### config.mk
export PLATFORM = sky130hd
export DESIGN_NAME = hsb_regs
export DESIGN_NICKNAME = d
export VERILOG_FILES = /design/src/hsb_pkg.sv /design/src/hsb_flush_timer.sv /design/src/hsb_regs.sv
export SDC_FILE = /design/constraint.sdc
export NUM_CORES = 1
export LEC_CHECK = 0
export ABC_CLOCK_PERIOD_IN_PS = 5000
export BUFFER_PORTS_ARGS = -buffer_cell sky130_fd_sc_hd__buf_2
export CAP_MARGIN = 25
export CORE_ASPECT_RATIO = 1.25
export CORE_MARGIN = 3
export CORE_UTILIZATION = 45
export CTS_CLUSTER_DIAMETER = 40
export DETAILED_ROUTE_END_ITERATION = 6
export PLACE_DENSITY = 0.7
export SLEW_MARGIN = 20
export SYNTH_ARGS = -nofsm -noshare
export SYNTH_HDL_FRONTEND = slang
export SYNTH_HIERARCHICAL = 1
export SYNTH_SLANG_ARGS = --single-unit
### constraint.sdc
create_clock -name ref_clk -period 5 [get_ports ref_clk]
set_input_delay 0.5 -clock ref_clk [delete_from_list [all_inputs] [get_ports ref_clk]]
set_output_delay 0.5 -clock ref_clk [all_outputs]
set_load 0.01 [all_outputs]
### src/hsb_pkg.sv
/*
  Shared constants and carriers for the host status and bus configuration block.
  Assumes a single 200 MHz memory clock domain; offsets are byte addresses on the init port.
*/
package hsb_pkg;

  // Register byte offsets on the init port
  localparam logic [7:0]  STATUS_OFS    = 8'h00;
  localparam logic [7:0]  CFG_OFS       = 8'h04;

  // Configuration reset value and the bits that software may change
  localparam logic [31:0] CFG_RESET     = 32'h0180_0040;
  localparam logic [31:0] CFG_WR_MASK   = 32'h1fff_fb7c;

  localparam int          FIFO_DEPTH    = 32;
  localparam logic [4:0]  FREE_EMPTY    = 5'h1f;
  localparam logic [2:0]  SWAP_MAX      = 3'h7;
  localparam logic [2:0]  SWAP_ONE      = 3'h1;
  localparam logic [5:0]  RETRY_BASE    = 6'h08;
  localparam int          SYNC_STAGES   = 3;

  // Write flush timeout in memory clocks, by selector value
  localparam logic [8:0]  FLUSH_CLKS_0  = 9'h040;
  localparam logic [8:0]  FLUSH_CLKS_1  = 9'h080;
  localparam logic [8:0]  FLUSH_CLKS_2  = 9'h0c4;
  localparam logic [8:0]  FLUSH_CLKS_3  = 9'h100;

  typedef struct packed {
    logic        irq_flag;
    logic [2:0]  swaps_pending;
    logic [14:0] rsvd;
    logic        cmdq1_busy;
    logic        cmdq0_busy;
    logic        draw2d_busy;
    logic        chip_busy;
    logic        texture_busy;
    logic        pixel_busy;
    logic        vretrace_idle;
    logic        fifo_busy;
    logic [4:0]  fifo_free;
  } hsb_status_t;

  typedef struct packed {
    logic [2:0]  rsvd_hi;
    logic [1:0]  flush_sel;
    logic        fb_high_pri;
    logic [5:0]  lfb_threshold;
    logic        irq_tmo_en;
    logic        irq_en;
    logic [4:0]  retry_ext;
    logic        mem_retry_dis;
    logic        io_retry_dis;
    logic        rsvd10;
    logic        wr_wait;
    logic        rd_wait;
    logic        rsvd7;
    logic [4:0]  low_water;
    logic [1:0]  rsvd_lo;
  } hsb_cfg_t;

  typedef struct packed {
    logic pixel;
    logic tex_engine;
    logic tex_fifo;
    logic draw2d;
    logic cmdq0;
    logic cmdq1;
    logic other;
  } hsb_busy_t;

  localparam hsb_status_t STATUS_RESET = '{fifo_free: FREE_EMPTY, vretrace_idle: 1'b1, default: '0};

endpackage

### src/hsb_flush_timer.sv
/*
  Write flush timer: pulses once each programmed period while host writes wait.
  Assumes pending is a same-clock level from the host write FIFO.
*/
`timescale 1ns/1ps
module hsb_flush_timer #(
  parameter int CNT_W = 9
) (
  input  wire logic             ref_clk,
  input  wire logic             rst_n,
  input  wire logic [1:0]       sel,
  input  wire logic             pending,
  output logic                  flush_ff
);

  if (CNT_W < 9) begin : g_chk
    $error("hsb_flush_timer: CNT_W too small for 256 clocks");
  end

  logic [CNT_W-1:0] cnt_ff;
  logic [CNT_W-1:0] nxt_cnt;
  logic             nxt_flush;
  logic [8:0]       limit;

  always_comb begin
    unique case (sel)
      2'h0: limit = hsb_pkg::FLUSH_CLKS_0;
      2'h1: limit = hsb_pkg::FLUSH_CLKS_1;
      2'h2: limit = hsb_pkg::FLUSH_CLKS_2;
      2'h3: limit = hsb_pkg::FLUSH_CLKS_3;
    endcase
    nxt_cnt   = '0;
    nxt_flush = 1'b0;
    // Count restarts whenever the FIFO drains, so a flush never fires on empty
    if (pending) begin
      if (CNT_W'(limit) - CNT_W'(1) <= cnt_ff) begin
        nxt_flush = 1'b1;
      end else begin
        nxt_cnt = cnt_ff + CNT_W'(1);
      end
    end
  end

  always_ff @(posedge ref_clk or negedge rst_n) begin
    if (!rst_n) begin
      cnt_ff   <= '0;
      flush_ff <= 1'b0;
    end else begin
      cnt_ff   <= nxt_cnt;
      flush_ff <= nxt_flush;
    end
  end
endmodule

### src/hsb_regs.sv
/*
  Host status and bus configuration registers of the graphics accelerator.
  Assumes a same-clock register port from the PCI target, engine busy levels on ref_clk,
  and an asynchronous vertical retrace level from video timing.
*/
// Functional notes
// Low five status bits show free FIFO entries.
// Status bit 5 is host FIFO busy.
// Bit 6 low during vertical retrace.
// Bit 7 shows pixel engine busy only.
// Bit 8 set when texture unit not idle.
// Bit 9 set while any unit active.
// Bit 10 shows 2D engine busy.
// Bits 11, 12 show command queue activity.
// Pending swap count tracks issued minus completed.
// Retrace interrupt sets bit 31, asserts line.
// Status write clears interrupts, data ignored.
// Config register read/write, resets 0x01800040.
// Software keeps low-water mark nonzero, above 2.
// Bits 8, 9 select read/write wait states.
// Bits 11, 12 disable I/O, memory retries.
// Retry interval field adds to 8 clocks.
// Bits 18, 19 enable interrupt and timeout; bit 19 is only stored here, no timeout logic reads it.
// Linear frame gathering threshold, reset 0x18.
// Bit 26 raises frame buffer access priority.
// Flush host writes after programmed timeout.
// Reserved bits read zero, ignore writes.
`timescale 1ns/1ps
module hsb_regs #(
  parameter int FIFO_DEPTH = hsb_pkg::FIFO_DEPTH
) (
  input  wire logic                ref_clk,
  input  wire logic                rst_n,
  input  wire logic [7:0]          reg_addr,
  input  wire logic                reg_wr,
  input  wire logic                reg_rd,
  input  wire logic [31:0]         reg_wdata,
  output logic [31:0]              reg_rdata_ff,
  output logic                     reg_rvalid_ff,
  input  wire logic [4:0]          fifo_free,
  input  wire logic                fifo_busy,
  input  wire hsb_pkg::hsb_busy_t  busy_in,
  input  wire logic                vretrace_pin,
  input  wire logic                swap_issued,
  input  wire logic                swap_done,
  output logic                     int_pin_o_ff,
  output logic                     int_pin_oe_n_ff,
  output hsb_pkg::hsb_cfg_t        cfg_ff,
  output logic [5:0]               retry_clks_ff,
  output logic                     lfb_flush_ff
);

  if (FIFO_DEPTH != 32) begin : g_chk
    $error("hsb_regs: status field serves a 32-entry FIFO only");
  end

  hsb_pkg::hsb_status_t            status_ff;
  hsb_pkg::hsb_status_t            nxt_status;
  hsb_pkg::hsb_cfg_t               nxt_cfg;
  logic [hsb_pkg::SYNC_STAGES-1:0] sync_ff;
  logic [hsb_pkg::SYNC_STAGES-1:0] nxt_sync;
  logic                            retrace_ff;
  logic                            nxt_retrace;
  logic [31:0]                     nxt_rdata;
  logic                            nxt_rvalid;
  logic                            nxt_int_oe_n;
  logic [5:0]                      nxt_retry_clks;
  logic                            status_wr;
  logic                            cfg_wr;
  logic                            irq_set;
  logic                            fifo_pending;

  assign status_wr    = reg_wr && reg_addr == hsb_pkg::STATUS_OFS;
  assign cfg_wr       = reg_wr && reg_addr == hsb_pkg::CFG_OFS;
  assign fifo_pending = status_ff.fifo_free != hsb_pkg::FREE_EMPTY;

  // Event: retrace begins while interrupts are enabled
  assign irq_set      = nxt_retrace && !retrace_ff && cfg_ff.irq_en;

  always_comb begin
    // Pin side: a change is taken only once stages two and three agree
    nxt_sync    = {sync_ff[hsb_pkg::SYNC_STAGES-2:0], vretrace_pin};
    nxt_retrace = retrace_ff;
    if (sync_ff[hsb_pkg::SYNC_STAGES-2] == sync_ff[hsb_pkg::SYNC_STAGES-1]) begin
      nxt_retrace = sync_ff[hsb_pkg::SYNC_STAGES-1];
    end

    nxt_status               = '0;
    nxt_status.fifo_free     = fifo_free;
    nxt_status.fifo_busy     = fifo_busy;
    nxt_status.vretrace_idle = !retrace_ff;
    nxt_status.pixel_busy    = busy_in.pixel;
    nxt_status.texture_busy  = busy_in.tex_engine | busy_in.tex_fifo;
    nxt_status.draw2d_busy   = busy_in.draw2d;
    nxt_status.cmdq0_busy    = busy_in.cmdq0;
    nxt_status.cmdq1_busy    = busy_in.cmdq1;
    nxt_status.chip_busy     = busy_in.pixel | busy_in.tex_engine | busy_in.tex_fifo
                             | busy_in.draw2d | busy_in.cmdq0 | busy_in.cmdq1
                             | busy_in.other | fifo_busy | (fifo_free != hsb_pkg::FREE_EMPTY);

    // Counter saturates; issue and completion in one cycle cancel out
    nxt_status.swaps_pending = status_ff.swaps_pending;
    if (swap_issued && !swap_done && status_ff.swaps_pending != hsb_pkg::SWAP_MAX) begin
      nxt_status.swaps_pending = status_ff.swaps_pending + hsb_pkg::SWAP_ONE;
    end else if (swap_done && !swap_issued && status_ff.swaps_pending != '0) begin
      nxt_status.swaps_pending = status_ff.swaps_pending - hsb_pkg::SWAP_ONE;
    end

    // A new interrupt in the clearing cycle survives the clear
    nxt_status.irq_flag = irq_set | (status_ff.irq_flag & !status_wr);
    nxt_int_oe_n        = !nxt_status.irq_flag;

    nxt_cfg = cfg_ff;
    if (cfg_wr) begin
      nxt_cfg = (cfg_ff & ~hsb_pkg::CFG_WR_MASK) | (reg_wdata & hsb_pkg::CFG_WR_MASK);
    end
    nxt_retry_clks = hsb_pkg::RETRY_BASE + {1'b0, nxt_cfg.retry_ext};

    nxt_rvalid = reg_rd;
    nxt_rdata  = '0;
    if (reg_rd) begin
      unique case (reg_addr)
        hsb_pkg::STATUS_OFS: nxt_rdata = status_ff;
        hsb_pkg::CFG_OFS:    nxt_rdata = cfg_ff;
        default:             nxt_rdata = '0;
      endcase
    end
  end

  always_ff @(posedge ref_clk or negedge rst_n) begin
    if (!rst_n) begin
      sync_ff         <= '0;
      retrace_ff      <= 1'b0;
      status_ff       <= hsb_pkg::STATUS_RESET;
      cfg_ff          <= hsb_pkg::CFG_RESET;
      retry_clks_ff   <= hsb_pkg::RETRY_BASE;
      int_pin_o_ff    <= 1'b0;
      int_pin_oe_n_ff <= 1'b1;
      reg_rdata_ff    <= '0;
      reg_rvalid_ff   <= 1'b0;
    end else begin
      sync_ff         <= nxt_sync;
      retrace_ff      <= nxt_retrace;
      status_ff       <= nxt_status;
      cfg_ff          <= nxt_cfg;
      retry_clks_ff   <= nxt_retry_clks;
      int_pin_o_ff    <= 1'b0;
      int_pin_oe_n_ff <= nxt_int_oe_n;
      reg_rdata_ff    <= nxt_rdata;
      reg_rvalid_ff   <= nxt_rvalid;
    end
  end

  // Wait states, retry disables, priority and threshold leave as cfg_ff fields
  // for the PCI target and memory arbiter.
  // The low-water mark is taken as written; keeping it sane is up to software.

  // Timer restarts each time the FIFO drains, trading latency for larger bursts
  hsb_flush_timer #(
    .CNT_W    (9)
  ) u_flush (
    .ref_clk  (ref_clk),
    .rst_n    (rst_n),
    .sel      (cfg_ff.flush_sel),
    .pending  (fifo_pending),
    .flush_ff (lfb_flush_ff)
  );
endmodule

==> summary.md <==
| Metric | Value |
|---|---|
| Drt pass-1 iters | 4 |
| Fmax | 438 MHz |
| Mean instance size in the synthesized netlist | 13.3 µm² |
| CTS sink count | 93 |
| Commonest non-fill, non-tap cell in the layout | sky130_fd_sc_hd__buf_2 |
| Total internal power | 1.17 mW |
| Synthesized instance count | 288 |
| Share of the clock period used by the worst path | a little under half |
| Hold Path Class | in -> reg |
| Data required time of the worst path | 5200 ps |
| Register share of total power | 53.6% |
| Delay of the slowest cell on the worst path | 590 ps |
| Pin count of the biggest net entering global routing | 84 |
| Clock group share of total power | around 33% |
| Wire length of the first global-routing pass | 11.9 mm |
| Crit Path Category | reg -> reg |
| Die X | 88.5 µm |
| Total setup violations reported at the end of the flow | 0 |
| Met3 wirelength from detailed routing | approximately 420 µm |
| Combined area of all synthesized cells | 0.00383 mm² |
| Post-route worst hold slack | 247 ps |
| Placeable core region | 0.00824 mm² |
| Number of library cell types mapped by synthesis | 51 |
| Switching Power | 0.426 mW |
| Worst Path Buf+Inv | 0 |
| Fraction of layout cells with a size suffix above 1 | 39.2% |
| Pwr/cell area | 341 mW/mm² |
| Transition time of the tightest slew-check pin | 722 ps |
| Post-synth top area cell | sky130_fd_sc_hd__dfrtp_1 |
| Post-CTS clock slew at the launch and capture registers of the worst setup and hold paths | around 90 ps |
| Number of cells upsized or downsized after cts | 0 |
| Cells along the critical path | or2_2 -> ha_1 -> and4_4 -> o211a_1 -> a2111oi_4 -> nor3_1 |
| RSZ-0062 raised after global routing | false |
| Die boundary height | 109 µm |
| Initial DRC count | 63 |
| Data arrival time of the critical path | between 2000 and 2500 ps |
| Antenna violations before repair | 0 |
| Antenna violation net count after detailed routing | 0 |
| Detailed Route WL | 7.61 mm |
| Synthesis-stage register bit count | 93 |
| Overall via count from detail_route | 2567 |
| Final Hold Violating Endpoints | 0 |
| Slew HR | roughly half |
| Max FO, Critical Path | 10 |
| Worst vdd rail ir drop | between 150 and 200 µV |
| Power share of the combinational group | 13.5% |
| Post-layout nets | 478 |
| Highest routed metal layer | met4 |
| Placed cells | roughly 490 |
| Mean routed wirelength per cell | approximately 15 µm |
| Routed length on met2 | 3.93 mm |
| Boundary Pins | 134 |
| Final std cells w/o fill | 510 |
| Startpoint types | flop |
| H-tree level count | 3 |
| Sequential fraction of the synthesis area | 61.1% |
| Share of synthesized flip-flops with an asynchronous set or reset | 100% |
| IO buf count | 118 |
| Outcome | finished, final reports clean |
| Diodes inserted | 0 |
| Latest clock arrival within the worst-skew pair | 360 ps |
| Clock tree root buffer cell | sky130_fd_sc_hd__clkbuf_8 |
| Clock Tree Buf Depth | 2 |
| Detailed Place HPWL | 5.58 mm |
| Fraction of synthesized cell area taken by the top area cell type | 53.6% |
| Inserted Clock Buffers | 9 |
| Number of max-slew violations in the final report | 0 |
| Number of warning messages in the yosys log | 6 |
| Dominant delay contributor by cell family on the critical path | compound AO/OA/AOI/OAI gates |
| Final estimated routing congestion in global placement | a little under 0.8 |
| Reported max-cap violation count | 0 |
| Most used cells in the layout excluding fill and tap cells | sky130_fd_sc_hd__buf_2, sky130_fd_sc_hd__dfrtp_1, sky130_fd_sc_hd__and2_1 |
| Post-route DRC | 0 |
| Row count | 37 |
| Main area contributors after synthesis | sky130_fd_sc_hd__dfrtp_1, sky130_fd_sc_hd__dfstp_2, sky130_fd_sc_hd__mux2_1 |
| Shortest clock period the worst path allows after layout | 2280 ps |
| Most used flip-flop cell after synthesis | sky130_fd_sc_hd__dfrtp_1 |
| Ratio of routed vias to standard cells | 5.03 |
| Synthesis-to-finish area growth | 22.3% |
| Number of flops mapped to enable cells by yosys | 0 |
| TritonCTS clock tree | built |
| Setup_tns | 0 ps |
| Area of the die | 0.00966 mm² |
| Remaining global-route overflow | 0 |
| Endpoint type of the worst setup path | flop |
| Proportion of total power due to net switching | a little over a quarter |
| WL met1 | between 3 and 4 mm |
| Util after Layout | 56.8% |
| Starting Density | 46.5% |
| Vias in the first global route | roughly 2500 |
| Total routing resource utilization after global routing | 16.2% |
| Layout Skew | approximately 14 ps |
| Slowest CP cell | sky130_fd_sc_hd__a2111oi_4 |
| Static leakage power | 2.51 nW |
[timing repair]
action	CTS	global route
hold buffers	1	0
buffers inserted	0	0
endpoints found under the hold margin	10	0
[stage by stage]
| stage | power (mW) | instance area [µm²] | setup slack (ps) |
|---|---|---|---|
| floorplan | 1.00 | 3860 | 2880 |
| global placement | 1.07 | 4450 | 2460 |
| detailed placement | 1.08 | 4450 | 2420 |
| CTS | 1.62 | 4680 | 2690 |
| global route | 1.68 | 4680 | 2540 |
| finish | 1.60 | 4680 | 2720 |
[area by class of cell]
cell class	instances	area (µm²)
clock buffer	11	151
clock inverter	5	65.1
fill	721	3560
inverter	9	33.8
multi-input combinational	175	1360
sequential	93	2340
tap	97	121
timing repair buffer	120	614
[layer usage]
metal	vias to the layer above	GRT usage (%)
met5	-	0
met4	0	8.21
met3	17	3.70
met2	77	25.9
met1	1256	20.5
li1	1217	-
[sequential cells by signal (all words and copies together), names as in the netlist]
name,count
int_pin_oe_n_ff,1
retry_clks_ff,6
u_flush/flush_ff,1
retrace_ff,1
reg_rvalid_ff,1
reg_rdata_ff,32
sync_ff,3
status_ff,17
cfg_ff,22
u_flush/cnt_ff,9
[cells by family (layout without fill, tap and decap cells)]
logic type,after synthesis,after routing,share of synthesized area [%]
xor gates and xnor gates,7,7,1.60
DFF,93,93,61.1
and+or+nand+nor,92,92,14.7
muxes,37,37,10.5
other,2,9,0.196
adders and majority gates,11,11,3.72
AOI/OAI and AO/OA,19,19,4.05
buffers and inverters,27,145,4.12
[cell usage after synthesis (2+ instances only)]
library cell	n
sky130_fd_sc_hd__buf_4	11
sky130_fd_sc_hd__mux2i_1	11
sky130_fd_sc_hd__and3b_1	3
sky130_fd_sc_hd__nor2_1	18
sky130_fd_sc_hd__or4_1	2
sky130_fd_sc_hd__o21ai_0	5
sky130_fd_sc_hd__nand3_1	14
sky130_fd_sc_hd__nand2b_1	3
sky130_fd_sc_hd__xnor2_1	6
sky130_fd_sc_hd__inv_1	9
sky130_fd_sc_hd__buf_6	2
sky130_fd_sc_hd__clkbuf_1	5
sky130_fd_sc_hd__mux2_1	19
sky130_fd_sc_hd__dfstp_2	11
sky130_fd_sc_hd__mux2_2	7
sky130_fd_sc_hd__nor3_1	4
sky130_fd_sc_hd__nor4b_1	2
sky130_fd_sc_hd__a211oi_1	2
sky130_fd_sc_hd__and3_1	4
sky130_fd_sc_hd__nand2_1	5
sky130_fd_sc_hd__o21a_1	3
sky130_fd_sc_hd__conb_1	2
sky130_fd_sc_hd__and2_1	21
sky130_fd_sc_hd__dfrtp_1	82
sky130_fd_sc_hd__a21oi_1	2
sky130_fd_sc_hd__ha_1	9
sky130_fd_sc_hd__or2_2	2
[power groups by stage]
stage                     sequential, mW  clock (mW)  combinational, mW
after floorplan                    0.863           0              0.137
after detailed placement           0.870           0              0.215
after global placement             0.868           0              0.204
after global routing               0.864       0.573              0.246
after CTS                          0.856       0.543              0.217
final                              0.856       0.527              0.215
[worst paths after layout]
check	from	endpoint	slack (ps)	depth (start not counted)
worst max-delay path	cfg_ff[28]$_DFFE_PN0P_	u_flush/cnt_ff[7]$_DFF_PN0_	2720	6
worst min-delay path	vretrace_pin	sync_ff[0]$_DFF_PN0_	250	1
worst max register to register	cfg_ff[28]$_DFFE_PN0P_	u_flush/cnt_ff[7]$_DFF_PN0_	2720	6
worst min register to register	sync_ff[0]$_DFF_PN0_	sync_ff[1]$_DFF_PN0_	360	0
max in group asynchronous	rst_n	u_flush/cnt_ff[5]$_DFF_PN0_	3570	3
min in group asynchronous	rst_n	reg_rdata_ff[24]$_DFF_PN0_	500	2
No activity file was read; power rests on OpenSTA's default activity.
